===== src/inc/dacwl_defines.vh =====
// constants for the dac register write lock block
//
// Overview of operation
// two nonvolatile lock bits per channel
// both set: value and configuration fully locked
// value lock only: volatile configuration stays writable
// config lock only: volatile writable, nonvolatile locked
// both clear: everything writable
// lock bits change only under high voltage
// 00h config lock, 10h value lock
// bad command nacked, recover on start
// lock bits survive power-on reset
// reset copies nonvolatile values into volatile
// bus address kept in nonvolatile memory
// address lock set freezes address bits
// address lock changed only at 1Ah
// configuration is reference, power-down, gain
// lock bits mirrored into status register
// output code right-justified, upper bits zero
// full, mid and zero scale codes
// reference field two bits per channel
// high voltage to unimplemented bit nacked
// reserved address nacked, reads all ones
// protected write leaves contents unchanged
`ifndef DACWL_DEFINES_VH
`define DACWL_DEFINES_VH

// register addresses
`define DACWL_A_DAC0 5'h00
`define DACWL_A_DAC1 5'h01
`define DACWL_A_VREF 5'h08
`define DACWL_A_PD 5'h09
`define DACWL_A_GAIN 5'h0a
`define DACWL_A_WLST 5'h0b
`define DACWL_A_NV_DAC0 5'h10
`define DACWL_A_NV_DAC1 5'h11
`define DACWL_A_NV_VREF 5'h18
`define DACWL_A_NV_PD 5'h19
`define DACWL_A_NV_GAIN 5'h1a

// nonvolatile word index: {addr[3], addr[1:0]}
`define DACWL_I_DAC0 3'h0
`define DACWL_I_DAC1 3'h1
`define DACWL_I_VREF 3'h4
`define DACWL_I_PD 3'h5
`define DACWL_I_GAIN 3'h6

// command opcodes
`define DACWL_OP_WR 2'h0
`define DACWL_OP_RD 2'h1
`define DACWL_OP_EN 2'h2
`define DACWL_OP_DIS 2'h3

// field positions
`define DACWL_GAIN_LSB 8
`define DACWL_POR_BIT 7
`define DACWL_BUS_ADDR_LOCK_BIT_BIT 7

// reset and default values
`define DACWL_RES_DEF 12
`define DACWL_NCH_DEF 2
`define DACWL_FACT_ADDR 16'h0060
`define DACWL_FACT_BUS_ADDR_LOCK_BIT 1'b1
`define DACWL_RESERVED_RD 16'hffff
`define DACWL_BOOT_LAST 3'h4

`endif


===== src/rtl/dacwl_nvmem.v =====
// nonvolatile word store with registered read
`timescale 1ns/10ps
`include "dacwl_defines.vh"
module dacwl_nvmem #(
	parameter AW = 3,
	parameter DW = 16,
	parameter [15:0] MID = 16'h07ff
) (
	input wire clock,
	input wire factory_init,
	input wire wr_en,
	input wire [AW-1:0] wr_idx,
	input wire [DW-1:0] wr_data,
	input wire [AW-1:0] rd_idx,
	output reg [DW-1:0] rd_q
);
	reg [DW-1:0] mem [0:(1<<AW)-1];
	integer i;

	// factory contents: mid-scale codes, default bus address
	function [DW-1:0] init_word;
		input integer n;
		begin
			if (n < 2)
				init_word = MID[DW-1:0];
			else if (n == `DACWL_I_GAIN)
				init_word = `DACWL_FACT_ADDR;
			else
				init_word = {DW{1'b0}};
		end
	endfunction

	always @(posedge clock) begin
		if (factory_init) begin
			for (i = 0; i < (1 << AW); i = i + 1) begin
				mem[i] <= init_word(i);
			end
		end else if (wr_en) begin
			mem[wr_idx] <= wr_data;
		end
		rd_q <= mem[rd_idx];
	end
endmodule // dacwl_nvmem


===== src/rtl/dacwl_lock.v =====
// dac register set with lock-mode write protection
`timescale 1ns/10ps
`include "dacwl_defines.vh"
module dacwl_lock #(
	parameter NUM_CH = `DACWL_NCH_DEF,
	parameter RES = `DACWL_RES_DEF
) (
	input wire clock,
	input wire srst,
	input wire factory_init,
	input wire high_voltage_cmd_pin,
	input wire start_seen,
	input wire cmd_valid,
	input wire [1:0] cmd_op,
	input wire [4:0] cmd_addr,
	input wire [15:0] cmd_wdata,
	output reg cmd_ready,
	output reg cmd_done,
	output reg cmd_ack,
	output reg [15:0] rd_data,
	output reg wait_start,
	output reg [15:0] dac0_code,
	output reg [15:0] dac1_code,
	output reg [3:0] ref_select_bits,
	output reg [3:0] powerdown_bits,
	output reg [1:0] output_gain_bit,
	output reg [6:0] stored_bus_addr_bits,
	output reg [1:0] value_lock_bit,
	output reg [1:0] config_lock_bit,
	output reg bus_addr_lock_bit
);
	localparam [15:0] CODE_MASK = ~(16'hffff << RES);
	localparam [1:0] CH_MASK = (NUM_CH == 2) ? 2'h3 : 2'h1;
	// implemented reference and power-down bits
	localparam [3:0] CFG_FULL = {{2{CH_MASK[1]}}, {2{CH_MASK[0]}}};

	localparam [4:0] ST_BOOTA = 5'b00001;
	localparam [4:0] ST_BOOTB = 5'b00010;
	localparam [4:0] ST_IDLE = 5'b00100;
	localparam [4:0] ST_NVRD = 5'b01000;
	localparam [4:0] ST_NVDO = 5'b10000;

	reg [4:0] state;
	reg [2:0] boot_cnt;
	reg [2:0] pend_idx;
	reg pend_wr;
	reg [15:0] pend_data;
	reg por_flag;
	reg hv_meta;
	reg hv_sync;
	wire [15:0] nv_q;

	// decode results
	reg ch;
	reg is_vdac;
	reg is_nvdac;
	reg is_vcfg;
	reg is_wlst;
	reg is_nvcfg;
	reg acc;
	reg [1:0] next_value_lock;
	reg [1:0] next_config_lock;
	reg next_addr_lock;
	reg [1:0] vdac_lk;
	reg [1:0] nvdac_lk;
	reg [1:0] vcfg_ok;
	reg [1:0] nvcfg_ok;
	reg [15:0] vref_w;
	reg [15:0] pd_w;
	reg [15:0] gain_w;
	reg [15:0] nv_wdata;
	reg [15:0] vol_view;
	reg [15:0] nv_view;
	wire take;
	wire [2:0] cmd_idx;
	wire hv_op;

	assign take = cmd_valid & cmd_ready;
	assign cmd_idx = {cmd_addr[3], cmd_addr[1:0]};
	assign hv_op = cmd_op[1];

	function [15:0] merge;
		input [15:0] old;
		input [15:0] nw;
		input [15:0] mask;
		begin
			merge = (old & ~mask) | (nw & mask);
		end
	endfunction

	// two bits per channel for reference and power-down fields
	function [15:0] cfg_mask;
		input [1:0] m;
		begin
			cfg_mask = {12'h000, {2{m[1]}}, {2{m[0]}}};
		end
	endfunction

	function [2:0] boot_index;
		input [2:0] n;
		begin
			boot_index = (n < 3'h2) ? n : n + 3'h2;
		end
	endfunction

	// high voltage pin comes from outside
	always @(posedge clock) begin
		if (srst) begin
			hv_meta <= 1'b0;
			hv_sync <= 1'b0;
		end else begin
			hv_meta <= high_voltage_cmd_pin;
			hv_sync <= hv_meta;
		end
	end

	always @* begin
		ch = cmd_addr[0];
		is_vdac = (cmd_addr[4:1] == 4'h0) && (!ch || NUM_CH == 2);
		is_nvdac = (cmd_addr[4:1] == 4'h8) && (!ch || NUM_CH == 2);
		is_vcfg = (cmd_addr == `DACWL_A_VREF) ||
			(cmd_addr == `DACWL_A_PD) || (cmd_addr == `DACWL_A_GAIN);
		is_wlst = (cmd_addr == `DACWL_A_WLST);
		is_nvcfg = (cmd_addr == `DACWL_A_NV_VREF) ||
			(cmd_addr == `DACWL_A_NV_PD) ||
			(cmd_addr == `DACWL_A_NV_GAIN);
		// lock modes per channel
		vdac_lk = value_lock_bit;
		nvdac_lk = value_lock_bit | config_lock_bit;
		vcfg_ok = CH_MASK & ~(value_lock_bit & config_lock_bit);
		nvcfg_ok = CH_MASK & ~(value_lock_bit | config_lock_bit);
		next_value_lock = value_lock_bit;
		next_config_lock = config_lock_bit;
		next_addr_lock = bus_addr_lock_bit;
		acc = 1'b0;
		case (cmd_op)
		`DACWL_OP_RD: begin
			acc = is_vdac | is_nvdac | is_vcfg | is_wlst | is_nvcfg;
		end
		`DACWL_OP_WR: begin
			if (is_vdac)
				acc = ~vdac_lk[ch];
			else if (is_vcfg)
				acc = |vcfg_ok;
			else if (is_nvdac)
				acc = ~nvdac_lk[ch];
			else if (cmd_addr == `DACWL_A_NV_GAIN)
				acc = (|nvcfg_ok) | ~bus_addr_lock_bit;
			else if (is_nvcfg)
				acc = |nvcfg_ok;
		end
		default: begin
			// enable sets, disable clears; needs elevated level
			if (hv_sync && !wait_start) begin
				if (is_vdac) begin
					next_config_lock[ch] = ~cmd_op[0];
					acc = 1'b1;
				end else if (is_nvdac) begin
					next_value_lock[ch] = ~cmd_op[0];
					acc = 1'b1;
				end else if (cmd_addr == `DACWL_A_NV_GAIN) begin
					next_addr_lock = ~cmd_op[0];
					acc = 1'b1;
				end
			end
		end
		endcase
		if (wait_start)
			acc = 1'b0;
		vref_w = merge({12'h000, ref_select_bits}, cmd_wdata,
			cfg_mask(vcfg_ok));
		pd_w = merge({12'h000, powerdown_bits}, cmd_wdata,
			cfg_mask(vcfg_ok));
		gain_w = merge({14'h0000, output_gain_bit}, {14'h0000,
			cmd_wdata[9:8]}, {14'h0000, vcfg_ok});
		// nonvolatile read-modify-write
		case (pend_idx)
		`DACWL_I_DAC0, `DACWL_I_DAC1: nv_wdata = pend_data & CODE_MASK;
		`DACWL_I_GAIN: nv_wdata = merge(nv_q, pend_data,
			{6'h00, nvcfg_ok, 1'b0,
			{7{~bus_addr_lock_bit}}});
		default: nv_wdata = merge(nv_q, pend_data, cfg_mask(nvcfg_ok));
		endcase
		case (cmd_addr)
		`DACWL_A_DAC0: vol_view = dac0_code;
		`DACWL_A_DAC1: vol_view = dac1_code;
		`DACWL_A_VREF: vol_view = {12'h000, ref_select_bits};
		`DACWL_A_PD: vol_view = {12'h000, powerdown_bits};
		`DACWL_A_GAIN: vol_view = {6'h00, output_gain_bit, por_flag, 7'h00};
		// status mirrors {dl1, cl1, dl0, cl0}
		`DACWL_A_WLST: vol_view = {12'h000, value_lock_bit[1],
			config_lock_bit[1], value_lock_bit[0],
			config_lock_bit[0]};
		default: vol_view = `DACWL_RESERVED_RD;
		endcase
		case (pend_idx)
		`DACWL_I_DAC0, `DACWL_I_DAC1: nv_view = nv_q & CODE_MASK;
		`DACWL_I_GAIN: nv_view = {6'h00, nv_q[9:8] & CH_MASK,
			bus_addr_lock_bit, nv_q[6:0]};
		default: nv_view = nv_q & cfg_mask(CH_MASK);
		endcase
	end

	// lock bits are nonvolatile: system reset leaves them alone
	always @(posedge clock) begin
		if (factory_init) begin
			value_lock_bit <= 2'h0;
			config_lock_bit <= 2'h0;
			bus_addr_lock_bit <= `DACWL_FACT_BUS_ADDR_LOCK_BIT;
		end else if (!srst && take && acc && hv_op) begin
			value_lock_bit <= next_value_lock;
			config_lock_bit <= next_config_lock;
			bus_addr_lock_bit <= next_addr_lock;
		end
	end

	dacwl_nvmem #(
		.AW(3),
		.DW(16),
		.MID(CODE_MASK >> 1)
	) u_nvmem (
		.clock(clock),
		.factory_init(factory_init),
		.wr_en(state == ST_NVDO && pend_wr),
		.wr_idx(pend_idx),
		.wr_data(nv_wdata),
		.rd_idx(pend_idx),
		.rd_q(nv_q)
	);

	always @(posedge clock) begin
		if (srst) begin
			state <= ST_BOOTA;
			boot_cnt <= 3'h0;
			pend_idx <= `DACWL_I_DAC0;
			pend_wr <= 1'b0;
			pend_data <= 16'h0000;
			cmd_ready <= 1'b0;
			cmd_done <= 1'b0;
			cmd_ack <= 1'b0;
			rd_data <= 16'h0000;
			wait_start <= 1'b0;
			por_flag <= 1'b1;
			dac0_code <= 16'h0000;
			dac1_code <= 16'h0000;
			ref_select_bits <= 4'h0;
			powerdown_bits <= 4'h0;
			output_gain_bit <= 2'h0;
			stored_bus_addr_bits <= 7'h00;
		end else begin
			cmd_done <= 1'b0;
			cmd_ack <= 1'b0;
			if (start_seen)
				wait_start <= 1'b0;
			case (state)
			ST_BOOTA: begin
				state <= ST_BOOTB;
			end
			ST_BOOTB: begin
				// reload volatile copies from nonvolatile ones
				case (boot_cnt)
				3'h0: dac0_code <= nv_q & CODE_MASK;
				3'h1: begin
					if (NUM_CH == 2)
						dac1_code <= nv_q & CODE_MASK;
				end
				3'h2: ref_select_bits <= nv_q[3:0] & CFG_FULL;
				3'h3: powerdown_bits <= nv_q[3:0] & CFG_FULL;
				default: begin
					output_gain_bit <= nv_q[9:8] & CH_MASK;
					stored_bus_addr_bits <= nv_q[6:0];
				end
				endcase
				if (boot_cnt == `DACWL_BOOT_LAST) begin
					state <= ST_IDLE;
					cmd_ready <= 1'b1;
				end else begin
					boot_cnt <= boot_cnt + 3'h1;
					pend_idx <= boot_index(boot_cnt + 3'h1);
					state <= ST_BOOTA;
				end
			end
			ST_IDLE: begin
				if (take) begin
					if (!acc) begin
						// refused: nack, hold off until a new start
						cmd_done <= 1'b1;
						rd_data <= `DACWL_RESERVED_RD;
						wait_start <= 1'b1;
					end else if (!hv_op && (is_nvdac || is_nvcfg)) begin
						pend_idx <= cmd_idx;
						pend_wr <= (cmd_op == `DACWL_OP_WR);
						pend_data <= cmd_wdata;
						cmd_ready <= 1'b0;
						state <= ST_NVRD;
					end else begin
						cmd_done <= 1'b1;
						cmd_ack <= 1'b1;
						rd_data <= (cmd_op == `DACWL_OP_RD) ? vol_view :
							16'h0000;
						if (cmd_op == `DACWL_OP_WR) begin
							if (is_vdac && ch)
								dac1_code <= cmd_wdata & CODE_MASK;
							else if (is_vdac)
								dac0_code <= cmd_wdata & CODE_MASK;
							else if (cmd_addr == `DACWL_A_VREF)
								ref_select_bits <= vref_w[3:0];
							else if (cmd_addr == `DACWL_A_PD)
								powerdown_bits <= pd_w[3:0];
							else begin
								output_gain_bit <= gain_w[1:0];
								if (!cmd_wdata[`DACWL_POR_BIT])
									por_flag <= 1'b0;
							end
						end
					end
				end
			end
			ST_NVRD: begin
				state <= ST_NVDO;
			end
			ST_NVDO: begin
				cmd_done <= 1'b1;
				cmd_ack <= 1'b1;
				rd_data <= pend_wr ? 16'h0000 : nv_view;
				cmd_ready <= 1'b1;
				state <= ST_IDLE;
			end
			default: begin
				state <= ST_IDLE;
				cmd_ready <= 1'b1;
			end
			endcase
		end
	end
endmodule // dacwl_lock


===== config.mk =====
export PLATFORM = sky130hd
export DESIGN_NAME = dacwl_lock
export DESIGN_NICKNAME = d
export VERILOG_FILES = /design/src/rtl/dacwl_nvmem.v /design/src/rtl/dacwl_lock.v
export VERILOG_INCLUDE_DIRS = /design/src /design/src/inc
export SDC_FILE = /design/constraint.sdc
export NUM_CORES = 1
export LEC_CHECK = 0
export ABC_AREA = 1
export BUFFER_PORTS_ARGS = -buffer_cell sky130_fd_sc_hd__buf_2
export CAP_MARGIN = 10
export CORE_ASPECT_RATIO = 1.2
export CORE_MARGIN = 2
export CORE_UTILIZATION = 60
export DETAILED_ROUTE_END_ITERATION = 16
export PLACE_DENSITY = 0.9
export SYNTH_ARGS = -nofsm -noshare
export SYNTH_HDL_FRONTEND = slang
export SYNTH_SLANG_ARGS = --single-unit

===== constraint.sdc =====
create_clock -name clock -period 3.9 [get_ports clock]
set_input_delay 0.78 -clock clock [delete_from_list [all_inputs] [get_ports clock]]
set_output_delay 0.78 -clock clock [all_outputs]
set_load 0.005 [all_outputs]

After elaboration in Yosys (flattened, before gate mapping):

Memory sizes are Yosys's and may differ from the RTL's. A register that Yosys moved wholly into a read port is not among the register bits.
Cells that the tools add are included.

* magnitude comparators: 3
* multiplexer cells: 110
* add/sub/neg operators: 2
* equal/unequal tests: 42
* bitwise gates (word level): 43
* reductions and logical operators: 46

Operators with widths (count)
* 16-bit 2-to-1 mux: 22
* 16-bit one-hot mux with 2 select lines: 4
* 16-bit one-hot mux with 6 select lines: 1
* 4-bit 2-to-1 mux: 17
* 1-bit 2-to-1 mux: 34
* 16-bit bitwise AND: 2
* 2-bit != test (second input constant): 16
* 16-bit OR: 2
* 10-bit AND reduction: 3
* 5-bit by 4-bit equality test with 1-bit output (second input constant): 5
* 12-bit one-hot mux with 2 select lines: 1
* 3-bit 2-to-1 mux: 7
* 5-bit equality test (second input constant): 4
* 5-bit one-hot mux with 4 select lines: 1
* 2-bit 2-to-1 mux: 9
* 16-bit by 10-bit bitwise AND with 16-bit output: 1
* 16-bit by 4-bit bitwise AND with 16-bit output: 1
* 10-bit NOT with 16-bit output: 1
* 4-bit NOT with 16-bit output: 1
* 4-bit one-hot mux with 2 select lines: 2
* 16-bit OR reduction: 1
* 5-bit 2-to-1 mux: 3
* 1-bit NOT: 15
* 5-bit AND reduction: 3
* 46 further kinds: 90

* bits in writable memories: 128
* memories kept: 1
* output and inout bits: 74
* logic and storage cells: 269
* bits in registers: 105
* input bits: 29

Memories
* u_nvmem.mem: depth 8, bits a word 16, read ports 1, clocked after memory_dff 1, wr ports 8, line dacwl_nvmem.v:17 `reg [DW-1:0] mem [0:(1<<AW)-1];`

Logic depth before layout (Yosys ltp):

Gate-level depths: netlist (run 1).

* depth in word-level cells: 14
* gate-level depth with buffers: 15
* depth with buffers taken out: 14

Cells and area by module:

A second synthesis (run 1) with hierarchy kept.

* cell total of the unflattened synthesis: 1502
* area total of the unflattened synthesis: 11557.3 sq um

Modules (own cells, without submodules)
* dacwl_nvmem: area an instance 6688.9 sq um, cells an instance 755, instances 1, seq. area each 4164.0 sq um
* dacwl_lock: area an instance 4868.4 sq um, cells an instance 747, instances 1, seq. area each 1801.7 sq um

Least setup slack after synthesis (run 1):

OpenSTA, ideal clock, no wires.

* path kind: in2reg
* from: input port factory_init
* to: memory u_nvmem.mem[3][0], enable pin
* data arrival time: 1882 ps
* required time: 3550 ps
* setup time: 350 ps
* cell stages on the path: 6
* slack: 1668 ps
* buffers on the path: 1
* path through: nor3_1 -> inv_1 -> nor2_2 -> nand2_1 -> clkbuf_1 -> nand2_1

RTL lines
* start: declaration: line dacwl_lock.v:10 `input wire factory_init,`
* end: declaration: line dacwl_nvmem.v:17

Worst setup path after layout (run 1):

* from: register config_lock_bit[0]
* to: register pend_data[11]

* word-level cells in the longest chain between the ends: 11
* elaborated cells on any way between the ends: 18
* those cells by class: mux (9); bitwise (6); reduce/logical (3)

RTL lines
* start: declaration: line dacwl_lock.v:29 `output reg [1:0] config_lock_bit,`
* start signal: assignment: line dacwl_lock.v:212 `config_lock_bit <= next_config_lock;`
* 2-bit OR: line dacwl_lock.v:129, dacwl_lock.v:131
* 2-bit NOT: line dacwl_lock.v:131 `nvcfg_ok = CH_MASK & ~(value_lock_bit | config_lock_bit);`
* 2-bit OR reduction: line dacwl_lock.v:148, dacwl_lock.v:150
* 1-bit 2-to-1 mux / 1-bit OR (equally long branches): line dacwl_lock.v:149, dacwl_lock.v:148
* 1-bit 2-to-1 mux: line dacwl_lock.v:147 `` else if (cmd_addr == `DACWL_A_NV_GAIN) ``
* 1-bit 2-to-1 mux: line dacwl_lock.v:145 `else if (is_nvdac)`
* 1-bit 2-to-1 mux *: line dacwl_lock.v:143 `else if (is_vcfg)`
* 1-bit 2-to-1 mux *: line dacwl_lock.v:141 `if (is_vdac)`
* 1-bit one-hot mux with 2 select lines *: line dacwl_lock.v:136 `case (cmd_op)`
* 1-bit 2-to-1 mux *: line dacwl_lock.v:168 `if (wait_start)`
* 4-bit AND reduction (no source line) *
* end signal: assignment: line dacwl_lock.v:293 `pend_data <= cmd_wdata;`
* end: declaration: line dacwl_lock.v:47 `reg [15:0] pend_data;`

Mark *: on every way between the ends. The rest lies on a longest branch, timed or not. The select of a mux whose other input is x is not followed.
A chain may end at the register's enable or synchronous reset.

==> flow_summary.toml, run 1 <==
[outcome]
status = "complete, no violations"

[synthesis]
synth_seq_cells = 198
yosysWarnings = 0
netlist_instances = 1166
synth_fa_ha_area_share_pct = 0.796
synth_edf_count = 96
muxShareOfSynthArea_pct = 0.425
synth_compound_area_share_pct = 13.2
synth_top_family_by_area = "simple AND/OR/NAND/NOR gates"
ys_types = 42
synthXorXnorAreaFrac_pct = 0
synth-simple-area-share_pct = 25.3
synthFlopType = "dfxtp_1"
avgSynthCellArea_um2 = 8.09
ys_seq_area_share_pct = 52.2
synthArstFlopShare_pct = 0
netlist_area_um2 = 9430

[power_and_ir_drop]
powerDensity_nw_per_um2 = 444
ir_drop_mv = 0.411
leakage_uw = 0.00431

[timing]
timing.fmax_mhz = 350
worstMarginPinSlew_ns = 1.02
rsz0062_at_grt = "no"
slew_headroom_pct = 31.7
fin_crit_sh_pct = 73.3
tns_ns = 0
setup-violations-final = 0
layout_min_cycle_time_ns = 2.86
finalHoldViolCount = 0
finalClockSkew_ns = 0.00944
drv_slew = 0

[cells_and_area]
diodes = 0
layout_common_cells = "225 x nor2_1, 222 x nand2_1, 102 x dfxtp_1"
fillers = 1229
multi_input_area_um2 = 3770
final_nets = 1266
final_common_cell = "nor2_1"
regArea_um2 = 4920
fin_cells = 1452
drive_gt1_share_pct = 14.5
area_growth_pct = 11.5
fin_area_um2 = 10500

[die]
die_h_um = 141
die_w_um = 118
io_pins = 103
num_rows = 50
core_area_um2 = 15500
dieArea_um2 = 16700
start_util_pct = 60.8

[placement]
placed_area_um2 = 9950
port_buffers = 90
dpl.hpwl_mm = 19.0
dp_cells = 1420
gp_congestion = 0.983

[clocking]
worstSkewPairLatency_ns = 0.45
clk_path_buf_depth = 2
h-tree-depth = 4
cts_resized = 0
numCtsBuffers = 17
clkSinkCount = 198
clkSlewWorstSetupHoldPaths_ns = 0.07
cts_tree = "done"
postCtsSetupBuffers = 0
postCtsHoldBufs = 0
cts-root-buf = "clkbuf_16"

[global_route]
grt_max_degree = 57
grt_pass1_wl_mm = 40.6
grt.overflow.total = 0
grt_pass1_vias = 7929
grt_antenna_before_repair = 0
grtUsageTotal_pct = 31.0

[setup_path]
path_class = "flop to flop"
worstPathRequired_ns = 4.19
cp_max_fo = 27
rr_startpoint = "config_lock_bit[0]"
cp.arrival_ns = 3.15
cp-end-kind = "flop"
worst_setup_path_start_kind = "flop"
setup.worst_path.start = "config_lock_bit[0]"

[routing]
drtAntennaViolNets = 0
wl_met2_mm = 12.9
m1WireLength_mm = 9.57
drt_wl_total_mm = 26.1
post-route-drc-count = 0
initialDrtViolationCount = 1008
via_per_inst = 5.85
wl_met3_mm = 2.00
num_vias = 8500
avgRoutedWirePerCell_um = 18.0
routed.top_layer = "met4"
dr.pass1.iters = 8

[min_path]
hp-start = "hv_meta"
hp-class = "flop to flop"

[job]
cap_violations = 0
power by group:
group	switching [uW]	leakage (uW)	internal, uW	total [uW]
combinational	422	0.00229	191	612
clock	823	0.000285	875	1700
sequential	78.3	0.00174	2280	2360
total	1320	0.00431	3350	4670
final cells by class:
class | count | share of cell area [%]
timing repair buffer | 106 | 5.43
clock buffer | 19 | 4.32
sequential | 198 | 46.9
tap | 208 | 2.48
multi-input combinational | 796 | 35.9
clock inverter | 13 | 1.01
inverter | 112 | 4.00
metrics by stage:
step                      power, uW  utilization (%)  hold slack [ns]  setup WS, ns
after detailed placement       3000             64.1            0.403         0.766
final                          4670             67.8            0.416          1.04
after global placement         2970             64.1            0.398         0.896
after global routing           4830             67.8            0.427         0.799
after floorplan                2790                -            0.388          1.67
after CTS                      4660             67.8            0.413          1.04
Yosys cell counts (6+ instances only):
master,number,area (um^2)
a21oi_1,63,315
o21ai_1,10,50.1
dfxtp_1,102,2040
buf_4,15,113
nand3_1,66,330
o21ai_0,87,435
nand2_1,222,833
clkbuf_1,34,128
buf_2,10,50.1
inv_1,100,375
buf_1,6,22.5
edfxtp_1,96,2880
inv_2,9,33.8
nor2_1,225,845
nor2_2,9,56.3
ha_1,6,75.1
nand2_2,6,37.5
a31oi_1,17,106
a311oi_1,10,87.6
nand4_1,20,125
o211ai_1,7,52.6
per-layer routing:
layer,vias up,GRT usage (%)
met5,-,0
met4,0,20.4
met3,104,5.83
met2,495,52.9
met1,3913,35.9
li1,3988,-
logic make-up after synthesis:
group / Yosys count
AND/OR/NAND/NOR: 562
AO/OA/AOI/OAI: 216
flip-flops: 198
buffers and inverters: 179
adder cells (fa/ha/maj): 6
multiplexers: 4
other: 1
path summary, 6_finish.rpt:
path                                       to  slack [ns]  cells past startpoint
worst min register to register        hv_sync        0.42                      2
worst max register to register  pend_data[11]        1.04                     10
worst max-delay path            pend_data[11]        1.04                     10
worst min-delay path                  hv_sync        0.42                      2
sequential cells by signal (all words and copies together), names as in the netlist, 2 cells and up, named ones only:
| signal | flops |
|---|---|
| rd_data | 13 |
| dac0_code | 12 |
| state | 5 |
| u_nvmem.mem | 96 |
| pend_idx | 3 |
| config_lock_bit | 2 |
| pend_data | 12 |
| boot_cnt | 3 |
| stored_bus_addr_bits | 7 |
| u_nvmem.rd_q | 12 |
| dac1_code | 12 |
| value_lock_bit | 2 |
worst max-delay path, cell delays in order (launching register included):
cell and delay (ns):
dfxtp_1 0.36, nor2_1 0.38, inv_1 0.11, nand2_1 0.14
nand2_1 0.07, nand3_1 0.07, nand2_1 0.06, nand3_2 0.11
nand4_1 0.79, o21ai_0 0.51, a21oi_1 0.09
Power figures use the tool's default switching activity.
==> run 2: changes to the inputs <==
- ABC_AREA: 1 -> 0
- CORE_UTILIZATION: 60 -> 53
- PLACE_DENSITY: 0.9 -> 0.85
- clock period: 3.9 -> 2.29 ns (I/O delays scaled with it)
==> flow_summary.toml, run 2 <==
[outcome]
status = "complete, no violations"

[power_and_ir_drop]
leakage_uw = 0.00426
p_sw_uw = 1850
p_clk_share_pct = 38.7
p_comb_share_pct = 9.1
ir_drop_mv = 0.586
p_int_uw = 5550
p_sw_share_pct = 25.0
power_frac_seq_pct = 52.2
powerDensity_nw_per_um2 = 664

[cells_and_area]
final_nets = 1046
fillers = 1276
top_register = "u_nvmem.mem"
drive_gt1_share_pct = 28.2
final_common_cell = "nor2_1"
layout_common_cells = "124 x nor2_1, 101 x nand2_1, 101 x dfxtp_1"
area_growth_pct = 20.0
largest_register_ffs = 96
fin_util_pct = 64.2
diodes = 0
top_regs = "u_nvmem.mem (96), rd_data (13)"

[setup_path]
cp.arrival_ns = 2.56
worst_setup_path_start_kind = "flop"
slowest_delay_ns = 0.41
cp_max_fo = 5
worstPathRequired_ns = 2.62
cp-end-kind = "flop"
path_class = "flop to flop"
crit_slowest_cell = "nor4b_4"
crit_chain = "nor2_1 -> and3b_1 -> nor4b_4 -> o211ai_2 -> a21oi_1 -> mux2_2"

[synthesis]
synth_compound_area_share_pct = 11.0
ys_seq_area_share_pct = 53.0
synth_most_common_cell = "nor2_1"
synthArstFlopShare_pct = 0
yosys.area.top_type = "edfxtp_1"
netlist_top_cells_area = "edfxtp_1 31%, dfxtp_1 22%, mux4_2 5.8%"
netlist_area_um2 = 9290
synth_edf_count = 96
yosys.area.top_type_share_pct = 31.0
avgSynthCellArea_um2 = 10.7
netlist_instances = 865
synth_seq_cells = 198
synthFlopType = "dfxtp_1"
muxShareOfSynthArea_pct = 13.5
synth_fa_ha_area_share_pct = 0.808
synth_top_family_by_area = "simple AND/OR/NAND/NOR gates"
yosysWarnings = 0
ys_types = 69
synthXorXnorAreaFrac_pct = 0.189
synthTopCellsByCount = "125 x nor2_1, 102 x dfxtp_1, 101 x nand2_1"
synth-simple-area-share_pct = 17.0

[clocking]
postCtsHoldBufs = 0
cts-root-buf = "clkbuf_16"
postCtsSetupBuffers = 0
clkSlewWorstSetupHoldPaths_ns = 0.07
worstSkewPairLatency_ns = 0.44
clkSinkCount = 198
cts_tree = "done"
numCtsBuffers = 17
clk_path_buf_depth = 2
h-tree-depth = 4

[routing]
via_per_inst = 5.93
num_vias = 7383
initialDrtViolationCount = 752
drt_wl_total_mm = 25.1
dr.pass1.iters = 5
drtAntennaViolNets = 0
avgRoutedWirePerCell_um = 20.2
post-route-drc-count = 0

[timing]
drv_slew = 0
finalHoldViolCount = 0
setup-violations-final = 0
timing.fmax_mhz = 449
layout_min_cycle_time_ns = 2.23
finalClockSkew_ns = 0.00811
fin_crit_sh_pct = 97.3
rsz0062_at_grt = "yes"
setup_ws_ns = 0.0622

[die]
die_h_um = 149
dieArea_um2 = 18600
num_rows = 53
core_area_um2 = 17400
die_w_um = 125
io_pins = 103
start_util_pct = 53.5

[placement]
gp_congestion = 0.900
port_buffers = 90
place_ws_ns = -0.141
dpl.hpwl_mm = 18.1

[global_route]
grt_pass1_wl_mm = 39.1
grtUsageTotal_pct = 27.3
grt_pass1_vias = 7594
grt_max_degree = 100
grt.overflow.total = 0
grt_antenna_before_repair = 0

[min_path]
hp-class = "input port to flop"

[job]
cap_violations = 0
[run 2: changes by cell type after synthesis, sizes merged, moves of 39 or more]
cell / delta
inv: -85
mux2i: +39
nand2: -130
nand3: -55
nor2: -110
o21ai: -86
[run 2: path summary, 6_finish.rpt]
kind,startpoint,endpoint,slack (ns),cells after the start
max,value_lock_bit[1],flop,0.06,6
min,high_voltage_cmd_pin,hv_meta,0.22,2
max reg2reg,value_lock_bit[1],flop,0.06,6
min reg2reg,hv_meta,hv_sync,0.45,1
[run 2: cell type report]
type,count,area (um^2),share of cell area [%]
flip-flops and latches,198,4930,44.2
multi-input cells,584,4000,35.9
repair buffers,186,1300,11.6
clock buffers,19,443,3.97
well taps,220,275,2.47
clock inverters,13,118,1.06
inverters,24,90.1,0.808
[run 2: power groups by stage]
stage / Sequential, uW / Clock (uW) / Combinational [uW]
4_1_cts: 3860 / 2890 / 667
3_3_place_gp: 3930 / 0 / 642
3_5_place_dp: 3940 / 0 / 661
2_1_floorplan: 3920 / 0 / 402
6_report: 3860 / 2860 / 675
5_1_grt: 3870 / 3010 / 725
[run 2: worst max-delay path, delay by kind of cell, from the launching register on]
family          cells  cell delay [ns]
mux                 1             0.38
simple gates        3             0.84
compound gates      2             0.51
flops               1             0.38
[run 2: metal layers]
| layer | part of all wire (%) | vias up | GRT usage (%) |
|---|---|---|---|
| li1 | - | 3409 | - |
| met1 | 36 | 3548 | 29.7 |
| met2 | 53 | 342 | 50.4 |
| met3 | 6.3 | 84 | 4.70 |
| met4 | 5.0 | 0 | 15.1 |
| met5 | 0 | - | 0 |
[run 2: through the flow]
step	cells	hold WS [ns]	power [uW]	TNS (ns)	cell area, um^2
finish	1244	0.222	7400	0	11100
global route	1244	0.220	7600	-0.151	11100
CTS	1244	0.215	7410	0	11100
detailed placement	1212	0.442	4600	-4.82	10600
global placement	1212	0.427	4570	-2.35	10600
floorplan	872	0.414	4320	-0.106	9320
[run 2: logic make-up (layout without fill, tap and decap cells)]
logic type / Yosys count / in the layout
AND/OR/NAND/NOR: 340 / 340
flip-flops: 198 / 198
AO/OA/AOI/OAI: 136 / 136
multiplexers: 92 / 92
buffers and inverters: 90 / 242
adder cells (fa/ha/maj): 6 / 6
XOR/XNOR: 2 / 2
other: 1 / 8
[run 2: repair_timing]
action                     in CTS  in global routing
pin swaps                       0                  1
gates resized for setup         1                  5
setup endpoints to repair       1                 71
==> run 3: changes to the inputs <==
- CORE_UTILIZATION: 53 -> 60
- PLACE_DENSITY: 0.85 -> 0.9
- clock period: 2.29 -> 2.75 ns (I/O delays scaled with it)
==> flow_summary.toml, run 3 (synthesized netlist as in run 2, its figures left out) <==
[min_path]
hold_path_depth = 2
hp-start = "high_voltage_cmd_pin"
hp-class = "input port to flop"
holdPathEnd = "hv_meta"

[cells_and_area]
largest_register_ffs = 96
drive_gt1_share_pct = 24.4
final_common_cell = "nor2_1"
layout_common_cells = "125 x nor2_1, 101 x nand2_1, 101 x dfxtp_1"
top_regs = "u_nvmem.mem (96), rd_data (13)"
diodes = 0
final_nets = 1003
fin_area_um2 = 10700
area_growth_pct = 15.5
fin_util_pct = 71.1
top_register = "u_nvmem.mem"

[clocking]
worstSkewPairLatency_ns = 0.44
cts_tree = "done"
numCtsBuffers = 17
postCtsHoldBufs = 0
clk_path_buf_depth = 2
clkSinkCount = 198
cts-root-buf = "clkbuf_16"
cts_resized = 0
clkSlewWorstSetupHoldPaths_ns = 0.07
h-tree-depth = 4
postCtsSetupBuffers = 0

[die]
die_w_um = 118
core_area_um2 = 15100
start_util_pct = 61.6
num_rows = 49
io_pins = 103
dieArea_um2 = 16500
die_h_um = 140

[routing]
num_vias = 7447
drt_wl_total_mm = 25.1
post-route-drc-count = 0
avgRoutedWirePerCell_um = 21.2
initialDrtViolationCount = 825
drtAntennaViolNets = 0
dr.pass1.iters = 6
via_per_inst = 6.28

[timing]
layout_min_cycle_time_ns = 2.56
fin_crit_sh_pct = 92.9
tns_ns = 0
finalHoldViolCount = 0
finalClockSkew_ns = 0.00671
worstMarginPinSlew_ns = 0.880
rsz0062_at_grt = "no"
slew_headroom_pct = 39.7
timing.fmax_mhz = 391
drv_slew = 0
setup-violations-final = 0

[power_and_ir_drop]
leakage_uw = 0.00403
ir_drop_mv = 0.442
powerDensity_nw_per_um2 = 576

[setup_path]
worstPathRequired_ns = 3.08
rrSetupSlack_ns = 0.19
reg2reg_depth = 7
path_class = "flop to flop"
cp-end-kind = "flop"
worst_setup_path_start_kind = "flop"
cp.arrival_ns = 2.89
cp_max_fo = 12
r2r-end = "dac1_code[6]"
rr_startpoint = "config_lock_bit[1]"

[global_route]
grt_pass1_vias = 7363
grt_antenna_before_repair = 0
grt_pass1_wl_mm = 39.3
grt_max_degree = 100
grt.overflow.total = 0
grtUsageTotal_pct = 31.0

[placement]
gp_congestion = 0.957
placed_area_um2 = 10100
dpl.hpwl_mm = 17.6
port_buffers = 90

[outcome]
status = "complete, no violations"

[job]
cap_violations = 0
run 3: cell count changes in the layout (fill, tap and decap cells not counted), moves of 2 or more:
cell	previous run	this run
clkbuf_16	17	20
inv_6	4	0
clkbuf_1	1	3
clkinv_4	3	1
clkinv_2	2	4
buf_12	10	4
buf_4	86	49
run 3: report_power, final:
part | leakage, uW | switching [uW] | total, uW | internal [uW]
sequential | 0.00173 | 58.4 | 3220 | 3160
clock | 0.000294 | 1100 | 2450 | 1350
combinational | 0.00201 | 309 | 513 | 204
total | 0.00403 | 1470 | 6180 | 4720
run 3: cell type report:
class                           count  area (um^2)
Clock inverter                      8         57.6
Inverter                           24         90.1
Fill cell                        1058         4350
Timing Repair Buffer              143          898
Clock buffer                       24          526
Multi-Input combinational cell    584         3980
Sequential cell                   198         4930
Tap cell                          204          255
run 3: critical path, cell delays in order, from the launching register on:
cell	delay (ns)
dfxtp_1	0.37
nor2_1	0.43
and3b_1	0.27
nor4b_4	0.50
nor2_1	0.15
o21ai_2	0.22
buf_12	0.17
mux2_2	0.34
run 3: through the flow:
step / power (uW) / hold slack (ns) / instances / setup slack (ns)
after global placement: 3760 / 0.427 / 1153 / 0.156
after global routing: 6350 / 0.335 / 1185 / 0.0894
after CTS: 6180 / 0.315 / 1185 / 0.250
final: 6180 / 0.321 / 1185 / 0.194
after floorplan: 3600 / 0.414 / 872 / 0.303
after detailed placement: 3780 / 0.426 / 1153 / 0.124
run 3: how the worst max path moves through the flow:
stage	start	endpoint	slack, ns	cells past startpoint
5_1_grt	config_lock_bit[1]	flop	0.09	6
3_5_place_dp	cmd_addr[1]	flop	0.12	6
3_3_place_gp	cmd_addr[1]	flop	0.16	6
4_1_cts	config_lock_bit[1]	flop	0.25	6
2_1_floorplan	cmd_addr[4]	dac1_code[10]	0.30	7
6_report	config_lock_bit[1]	dac1_code[6]	0.19	7
run 3: metal layers:
metal	track usage [%]	vias up	part of all wire, %
li1	-	3318	-
met3	5.29	86	7.3
met4	17.9	0	4.8
met5	0	-	0
met2	54.1	410	51
met1	36.2	3633	37
